## src/verilog/excitation_routing_map.vh

```
// register map, field positions and bus constants for the excitation routing target
`ifndef EXCITATION_ROUTING_MAP_VH
`define EXCITATION_ROUTING_MAP_VH

// ==========================================================
// register pointers
`define REG_MAGNITUDE      8'h02
`define REG_ROUTING        8'h03

// ==========================================================
// reset values
`define ROUTING_RESET      8'h00
`define MAGNITUDE_RESET    3'h0

// ==========================================================
// field positions inside the routing register
`define FIRST_SEL_MSB      7
`define FIRST_SEL_LSB      5
`define SECOND_SEL_MSB     4
`define SECOND_SEL_LSB     2
`define RESERVED_MSB       1
`define RESERVED_LSB       0
`define RESERVED_ZERO      2'h0

// ==========================================================
// route and magnitude codes
`define ROUTE_OFF          3'h0
`define ROUTE_RESERVED     3'h7
`define MAGNITUDE_OFF      3'h0

// ==========================================================
// bus constants
`define TARGET_ADDR_BASE   3'h4
`define BITS_PER_BYTE      4'h8
`define LAST_SEND_BIT      4'h7
`define SYNC_WIDTH         6

`endif

```

## src/verilog/excitation_routing_config_i2c_target.v

```verilog
// i2c target holding the excitation source routing and magnitude registers
`timescale 1ns/1ps
`default_nettype none
`include "excitation_routing_map.vh"

module excitation_routing_config_i2c_target (
    input  wire        clk_sys,
    input  wire        rst_n,
    input  wire        sclIn,
    input  wire        sdaIn,
    output wire        sdaOut,
    output wire        sdaOe,
    input  wire [1:0]  addrStrapLow,
    input  wire [1:0]  addrStrapHigh,
    input  wire        conversionReady,
    output wire        conversionReadyOut,
    output wire        conversionReadyOutOe,
    output wire [2:0]  firstSourceRouteSel,
    output wire [2:0]  secondSourceRouteSel,
    output wire [2:0]  excitationMagnitudeSel,
    output reg         firstSourceOn,
    output reg         secondSourceOn
);

    // ==========================================================
    // states
    localparam [4:0] S_IDLE = 5'b00001;
    localparam [4:0] S_RECV = 5'b00010;
    localparam [4:0] S_ACK  = 5'b00100;
    localparam [4:0] S_SEND = 5'b01000;
    localparam [4:0] S_MACK = 5'b10000;

    // ==========================================================
    // declarations
    wire [`SYNC_WIDTH-1:0] pinSync;
    wire       sclS;
    wire       sdaS;
    wire [6:0] myAddr;
    wire       sclRise;
    wire       sclFall;
    wire       startSeen;
    wire       stopSeen;
    reg        sclPrevReg;
    reg        sdaPrevReg;
    reg  [4:0] stateReg;
    reg  [7:0] shiftReg;
    reg  [3:0] bitCntReg;
    reg  [1:0] byteIdxReg;
    reg        readReg;
    reg        ackSeenReg;
    reg  [7:0] ptrReg;
    reg  [7:0] ptrNext;
    reg  [7:0] routingReg;
    reg  [2:0] magnitudeReg;
    reg        sdaLowReg;
    reg        readyLowReg;
    reg  [7:0] loadByte;

    // ==========================================================
    // register read decode, used on address ack and on each further read byte
    function [7:0] read_data;
        input [7:0] ptr;
        input [7:0] routing;
        input [2:0] magnitude;
        begin
            case (ptr)
                `REG_MAGNITUDE: read_data = {5'h00, magnitude};
                `REG_ROUTING:   read_data = {routing[7:2], `RESERVED_ZERO};
                default:        read_data = 8'h00;
            endcase
        end
    endfunction

    // ==========================================================
    // pin synchronisers: scl, sda and the four strap bits
    i2c_pin_sync u_sync (
        .clk_sys (clk_sys),
        .rst_n   (rst_n),
        .pinIn   ({addrStrapHigh, addrStrapLow, sdaIn, sclIn}),
        .pinSync (pinSync)
    );

    assign sclS = pinSync[0];
    assign sdaS = pinSync[1];

    // strap address
    // two 2-bit strap codes give 16 addresses under a fixed upper part
    assign myAddr = {`TARGET_ADDR_BASE, pinSync[5:2]};

    // edge and condition detect, only on synchronised copies
    assign sclRise   = sclS & ~sclPrevReg;
    assign sclFall   = ~sclS & sclPrevReg;
    assign startSeen = sclS & sclPrevReg & sdaPrevReg & ~sdaS;
    assign stopSeen  = sclS & sclPrevReg & ~sdaPrevReg & sdaS;

    // ==========================================================
    // previous levels for edge detection
    always @(posedge clk_sys) begin
        if (!rst_n) begin
            sclPrevReg <= 1'b1;
            sdaPrevReg <= 1'b1;
        end else begin
            sclPrevReg <= sclS;
            sdaPrevReg <= sdaS;
        end
    end

    // pointer for the next register byte, advanced once per written or sent byte
    always @* begin
        ptrNext = ptrReg + 8'h01;
    end

    // byte to present when a read byte starts
    always @* begin
        loadByte = read_data(ptrReg, routingReg, magnitudeReg);
    end

    // ==========================================================
    // protocol engine
    // all speed modes
    // sampling at 5 ns leaves wide margin even at fast-plus clock rates
    always @(posedge clk_sys) begin
        if (!rst_n) begin
            stateReg     <= S_IDLE;
            shiftReg     <= 8'h00;
            bitCntReg    <= 4'h0;
            byteIdxReg   <= 2'h0;
            readReg      <= 1'b0;
            ackSeenReg   <= 1'b0;
            ptrReg       <= 8'h00;
            routingReg   <= `ROUTING_RESET;
            magnitudeReg <= `MAGNITUDE_RESET;
            sdaLowReg    <= 1'b0;
        end else if (startSeen) begin
            // repeated start restarts address phase, pointer kept
            stateReg   <= S_RECV;
            bitCntReg  <= 4'h0;
            byteIdxReg <= 2'h0;
            sdaLowReg  <= 1'b0;
        end else if (stopSeen) begin
            stateReg  <= S_IDLE;
            sdaLowReg <= 1'b0;
        end else begin
            case (stateReg)
                S_IDLE: begin
                    sdaLowReg <= 1'b0;
                end
                S_RECV: begin
                    if (sclRise && bitCntReg != `BITS_PER_BYTE) begin
                        shiftReg  <= {shiftReg[6:0], sdaS};
                        bitCntReg <= bitCntReg + 4'h1;
                    end else if (sclFall && bitCntReg == `BITS_PER_BYTE) begin
                        if (byteIdxReg == 2'h0) begin
                            // foreign address: stay off the bus until next start
                            if (shiftReg[7:1] == myAddr) begin
                                readReg   <= shiftReg[0];
                                sdaLowReg <= 1'b1;
                                stateReg  <= S_ACK;
                            end else begin
                                stateReg <= S_IDLE;
                            end
                        end else if (byteIdxReg == 2'h1) begin
                            ptrReg    <= shiftReg;
                            sdaLowReg <= 1'b1;
                            stateReg  <= S_ACK;
                        end else begin
                            if (ptrReg == `REG_ROUTING) begin
                                routingReg[`FIRST_SEL_MSB:`FIRST_SEL_LSB] <=
                                    shiftReg[`FIRST_SEL_MSB:`FIRST_SEL_LSB];
                                routingReg[`SECOND_SEL_MSB:`SECOND_SEL_LSB] <=
                                    shiftReg[`SECOND_SEL_MSB:`SECOND_SEL_LSB];
                                routingReg[`RESERVED_MSB:`RESERVED_LSB] <= `RESERVED_ZERO;
                            end else if (ptrReg == `REG_MAGNITUDE) begin
                                magnitudeReg <= shiftReg[2:0];
                            end
                            ptrReg    <= ptrNext;
                            sdaLowReg <= 1'b1;
                            stateReg  <= S_ACK;
                        end
                    end
                end
                S_ACK: begin
                    // ack bit ends on the falling clock edge
                    if (sclFall) begin
                        bitCntReg <= 4'h0;
                        if (byteIdxReg != 2'h2) begin
                            byteIdxReg <= byteIdxReg + 2'h1;
                        end
                        if (byteIdxReg == 2'h0 && readReg) begin
                            shiftReg  <= loadByte;
                            sdaLowReg <= ~loadByte[7];
                            stateReg  <= S_SEND;
                        end else begin
                            sdaLowReg <= 1'b0;
                            stateReg  <= S_RECV;
                        end
                    end
                end
                S_SEND: begin
                    if (sclFall) begin
                        if (bitCntReg == `LAST_SEND_BIT) begin
                            sdaLowReg <= 1'b0;
                            ptrReg    <= ptrNext;
                            stateReg  <= S_MACK;
                        end else begin
                            shiftReg  <= {shiftReg[6:0], 1'b0};
                            sdaLowReg <= ~shiftReg[6];
                            bitCntReg <= bitCntReg + 4'h1;
                        end
                    end
                end
                S_MACK: begin
                    // controller ack keeps the read going, nack ends it
                    if (sclRise) begin
                        ackSeenReg <= ~sdaS;
                    end else if (sclFall) begin
                        if (ackSeenReg) begin
                            shiftReg  <= loadByte;
                            sdaLowReg <= ~loadByte[7];
                            bitCntReg <= 4'h0;
                            stateReg  <= S_SEND;
                        end else begin
                            stateReg <= S_IDLE;
                        end
                    end
                end
                default: begin
                    stateReg  <= S_IDLE;
                    sdaLowReg <= 1'b0;
                end
            endcase
        end
    end

    // ==========================================================
    // open-drain data line: only ever pulls low
    assign sdaOut = 1'b0;
    assign sdaOe  = sdaLowReg;

    // no clock stretch
    // the clock pin is input only, so the bus clock is never held low

    // ==========================================================
    // conversion ready pin, registered from the conversion logic
    always @(posedge clk_sys) begin
        if (!rst_n) begin
            readyLowReg <= 1'b0;
        end else begin
            readyLowReg <= conversionReady;
        end
    end

    // open-drain ready
    // pulled low while a result waits, external pull-up gives high
    assign conversionReadyOut   = 1'b0;
    assign conversionReadyOutOe = readyLowReg;

    // ==========================================================
    // routing outputs to the analog switches
    assign firstSourceRouteSel    = routingReg[`FIRST_SEL_MSB:`FIRST_SEL_LSB];
    assign secondSourceRouteSel   = routingReg[`SECOND_SEL_MSB:`SECOND_SEL_LSB];
    assign excitationMagnitudeSel = magnitudeReg;

    // source live only with nonzero magnitude and a valid route
    // magnitude gates both
    always @(posedge clk_sys) begin
        if (!rst_n) begin
            firstSourceOn  <= 1'b0;
            secondSourceOn <= 1'b0;
        end else begin
            firstSourceOn  <= (magnitudeReg != `MAGNITUDE_OFF) &&
                              (firstSourceRouteSel != `ROUTE_OFF) &&
                              (firstSourceRouteSel != `ROUTE_RESERVED);
            secondSourceOn <= (magnitudeReg != `MAGNITUDE_OFF) &&
                              (secondSourceRouteSel != `ROUTE_OFF) &&
                              (secondSourceRouteSel != `ROUTE_RESERVED);
        end
    end

endmodule
`default_nettype wire

```

## src/verilog/i2c_pin_sync.v

```verilog
// two-flop synchronisers for the pins that enter the system clock domain
`timescale 1ns/1ps
`default_nettype none
`include "excitation_routing_map.vh"

module i2c_pin_sync (
    input  wire                     clk_sys,
    input  wire                     rst_n,
    input  wire [`SYNC_WIDTH-1:0]   pinIn,
    output wire [`SYNC_WIDTH-1:0]   pinSync
);

    // ==========================================================
    // per-pin synchroniser chains
    genvar i;
    generate
        for (i = 0; i < `SYNC_WIDTH; i = i + 1) begin : gen_sync
            reg firstReg;
            reg secondReg;
            // idle bus level is high, so reset to high
            always @(posedge clk_sys) begin
                if (!rst_n) begin
                    firstReg  <= 1'b1;
                    secondReg <= 1'b1;
                end else begin
                    firstReg  <= pinIn[i];
                    secondReg <= firstReg;
                end
            end
            assign pinSync[i] = secondReg;
        end
    endgenerate

endmodule
`default_nettype wire

```

## config.mk

```make
export PLATFORM = sky130hd
export DESIGN_NAME = excitation_routing_config_i2c_target
export DESIGN_NICKNAME = d
export VERILOG_FILES = /design/src/verilog/excitation_routing_config_i2c_target.v /design/src/verilog/i2c_pin_sync.v
export VERILOG_INCLUDE_DIRS = /design/src /design/src/verilog
export SDC_FILE = /design/constraint.sdc
export NUM_CORES = 1
export LEC_CHECK = 0
export BUFFER_PORTS_ARGS = -buffer_cell sky130_fd_sc_hd__clkbuf_2
export CAP_MARGIN = 25
export CELL_PAD_IN_SITES_DETAIL_PLACEMENT = 1
export CELL_PAD_IN_SITES_GLOBAL_PLACEMENT = 1
export CORE_ASPECT_RATIO = 1.5
export CORE_MARGIN = 2
export CORE_UTILIZATION = 49
export CTS_CLUSTER_SIZE = 30
export DETAILED_ROUTE_END_ITERATION = 6
export HOLD_SLACK_MARGIN = 0.1
export PLACE_DENSITY_LB_ADDON = 0.1
export SYNTH_ARGS = -nofsm -noshare
export SYNTH_HDL_FRONTEND = slang
export SYNTH_SLANG_ARGS = --single-unit
```

## constraint.sdc

```tcl
create_clock -name clk_sys -period 5.2 [get_ports clk_sys]
set_input_delay 0.78 -clock clk_sys [delete_from_list [all_inputs] [get_ports clk_sys]]
set_output_delay 0.78 -clock clk_sys [all_outputs]
set_load 0.01 [all_outputs]
```

==> results_dict.tcl <==
set metrics [dict create \
    synth.top_cell.area_share_pct 37.0 \
    globalRouteTotalUtil_pct 25.5 \
    synthMostInstantiatedCell "dfxtp_1" \
    fill_cells 753 \
    crit_family "simple AND/OR/NAND/NOR gates" \
    ir_worst_vdd_uv 108 \
    io_buffer_count 21 \
    worstMarginPinSlew_ps 652 \
    dieArea_sq_mm 0.00685 \
    cellLeakagePower_nw 1.21 \
    crit_buf_inv 0 \
    period_share_pct 41.6 \
    maxSlewHeadroom_pct 56.3 \
    fin_crit_ps 2160 \
    post_cts_buffers 0 \
    seq_area_frac_synth_pct 37.0 \
    drc 0 \
    path_cells "xor2_1, a221oi_1, nor3_2, nand4_4, mux2i_1" \
    first_global_vias 2715 \
    grt_max_degree 41 \
    final_util_pct 54.4 \
    critPathLaunchType "register" \
    dp.final_hpwl_um 6130 \
    numClockSinks 56 \
    cts_made_buffers 5 \
    power_density_mw_per_mm2 236 \
    hold_class "reg -> reg" \
    area_delta_synth_final_pct 8.46 \
    rsz0062_at_grt "no" \
    max_clock_freq_mhz 462 \
    clock_skew_ps 6.79 \
    clockBufferDepth 2 \
    synth_edf_count 0 \
    htreeDepth 2 \
    pre_cts_ws_ps 2800 \
    drt-total-wl_um 8220 \
    finalPower_mw 0.774 \
    synth_area_leaders "dfxtp_1 37%, mux2i_1 7.6%, nand2_1 4.0%" \
    cts_tree "done" \
    drt_iter0_drc 98 \
    vias_per_cell 5.89 \
    synthTopCellsByCount "56 x dfxtp_1, 32 x nand2_1, 27 x nor2_1, 23 x mux2i_1, 23 x nand3_1" \
    nets 389 \
    async_flop_share_pct 0 \
    layout_setup_ws_ps 3040 \
    tns_ps 0 \
    ctsResizeCount 0 \
    synth_ff_type "dfxtp_1" \
    whs_ps 413 \
    maxCapViolations 0 \
    die_x_um 68.2 \
    cp.arrival_ps 2370 \
    syn_area_per_cell_sq_um 8.49 \
    crit_required_ps 5410 \
    cts-root-buf "clkbuf_8" \
    io_pins 24 \
    crit_path_end_kind "register" \
    grt-ovfl-total 0 \
    antenna_cells 0 \
    outcome "complete, no violations" \
    start_util_pct 50.2 \
    setup_viol 0 \
    via_count 2640 \
    gp_congestion 0.846 \
    drive_above_1_share_pct 12.3 \
    yosysTopAreaCell "dfxtp_1" \
    placeableCoreArea_sq_mm 0.00604 \
    antenna_found_initial 0 \
    die_h_um 100 \
    synthCells 357 \
    cpMaxStageDelayCell "dfxtp_1" \
    clk_pin_slew_ps 110 \
    insertion_delay_ps 320 \
    wl_per_cell_um 18.3 \
    grt_pass1_wl_um 13200 \
    slowest_delay_ps 610 \
    ant_nets 0 \
    drv_slew 0 \
    crit_fanout 11 \
    synth-seq-cells 56 \
    criticalPathCategory "reg -> reg" \
    synth-warning-count 0 \
    synthDistinctLibCells 62 \
    firstDrtPassIters 4 \
    syn_area_sq_mm 0.00303 \
    finalHoldViolCount 0 \
    ctsHoldBuffers 0 \
    rows 35 \
]
state kept, by name (all words and copies together), names as in the netlist, 2 cells and up:
register,count
ptrReg,8
shiftReg,8
read_data.routing,6
u_sync.gen_sync.firstReg,6
u_sync.gen_sync.secondReg,6
stateReg,5
bitCntReg,4
excitationMagnitudeSel,3
byteIdxReg,2
worst register-to-register path: cells and delay by family (launching register included):
kind            cells  cell delay [ps]
mux                 1              200
simple gates        2              890
flops               1              610
xor+xnor            1              230
compound gates      1              130
cells in the final DEF, fill, tap and decap left out, drive strengths merged, types with 3 or more instances in the layout:
cell and instances:
inv 11, and3 8, dfxtp 56, nor4 5, nand2b 19, ha 7
clkbuf 27, nand3 23, and2 12, a21boi 3, or2 3, nor3 11
nand2 33, nand4 6, a21o 4, o211ai 3, mux2i 23, a21oi 12
nand4b 3, o21ai 24, nor2b 6, xnor2 6, or3 5, nor2 27
through the flow:
stage	area, sq um	cells
after CTS	3290	448
after detailed placement	3180	440
after global placement	3180	440
final	3290	448
after floorplan	3040	358
after global routing	3290	448
final cells by class:
type	instances	area [sq um]	share of cell area, %
clock buffer	6	72.6	2.21
clock inverter	2	38.8	1.18
inverter	11	41.3	1.26
multi-input combinational	276	1800	54.8
sequential	56	1120	34.1
tap	74	92.6	2.82
timing repair buffer	23	120	3.65
logic make-up after synthesis:
family	count (synthesis)	share of synthesized area, %
simple gates	169	32.0
compound gates	66	14.0
flops	56	37.0
buf+inv	26	3.71
mux	24	7.97
xor+xnor	8	2.31
fa+ha+maj	7	2.89
other cells	1	0.124
where the power goes:
part	internal, mW	switching (mW)	total [mW]
sequential	0.435	0.00517	0.440
combinational	0.0140	0.0228	0.0368
clock	0.146	0.152	0.298
path summary, 6_finish.rpt:
| kind | from | endpoint | slack [ps] | depth (start not counted) |
|---|---|---|---|---|
| worst max-delay path | stateReg[2]$_SDFFE_PP0P_ | shiftReg[2]$_SDFFE_PN0P_ | 3040 | 5 |
| worst min-delay path | u_sync.gen_sync[5].firstReg$_SDFF_PN1_ | u_sync.gen_sync[5].secondReg$_SDFF_PN1_ | 410 | 1 |
| worst max register to register | stateReg[2]$_SDFFE_PP0P_ | shiftReg[2]$_SDFFE_PN0P_ | 3040 | 5 |
| worst min register to register | u_sync.gen_sync[5].firstReg$_SDFF_PN1_ | u_sync.gen_sync[5].secondReg$_SDFF_PN1_ | 410 | 1 |
per-layer routing:
layer	wire (um)	global-route usage [%]	up-vias
met4	316	11.7	0
met1	3190	26.3	1276
li1	-	-	1287
met5	0	0	-
met2	4510	48.1	52
met3	200	3.92	25
(Power assumes the default switching activity.)
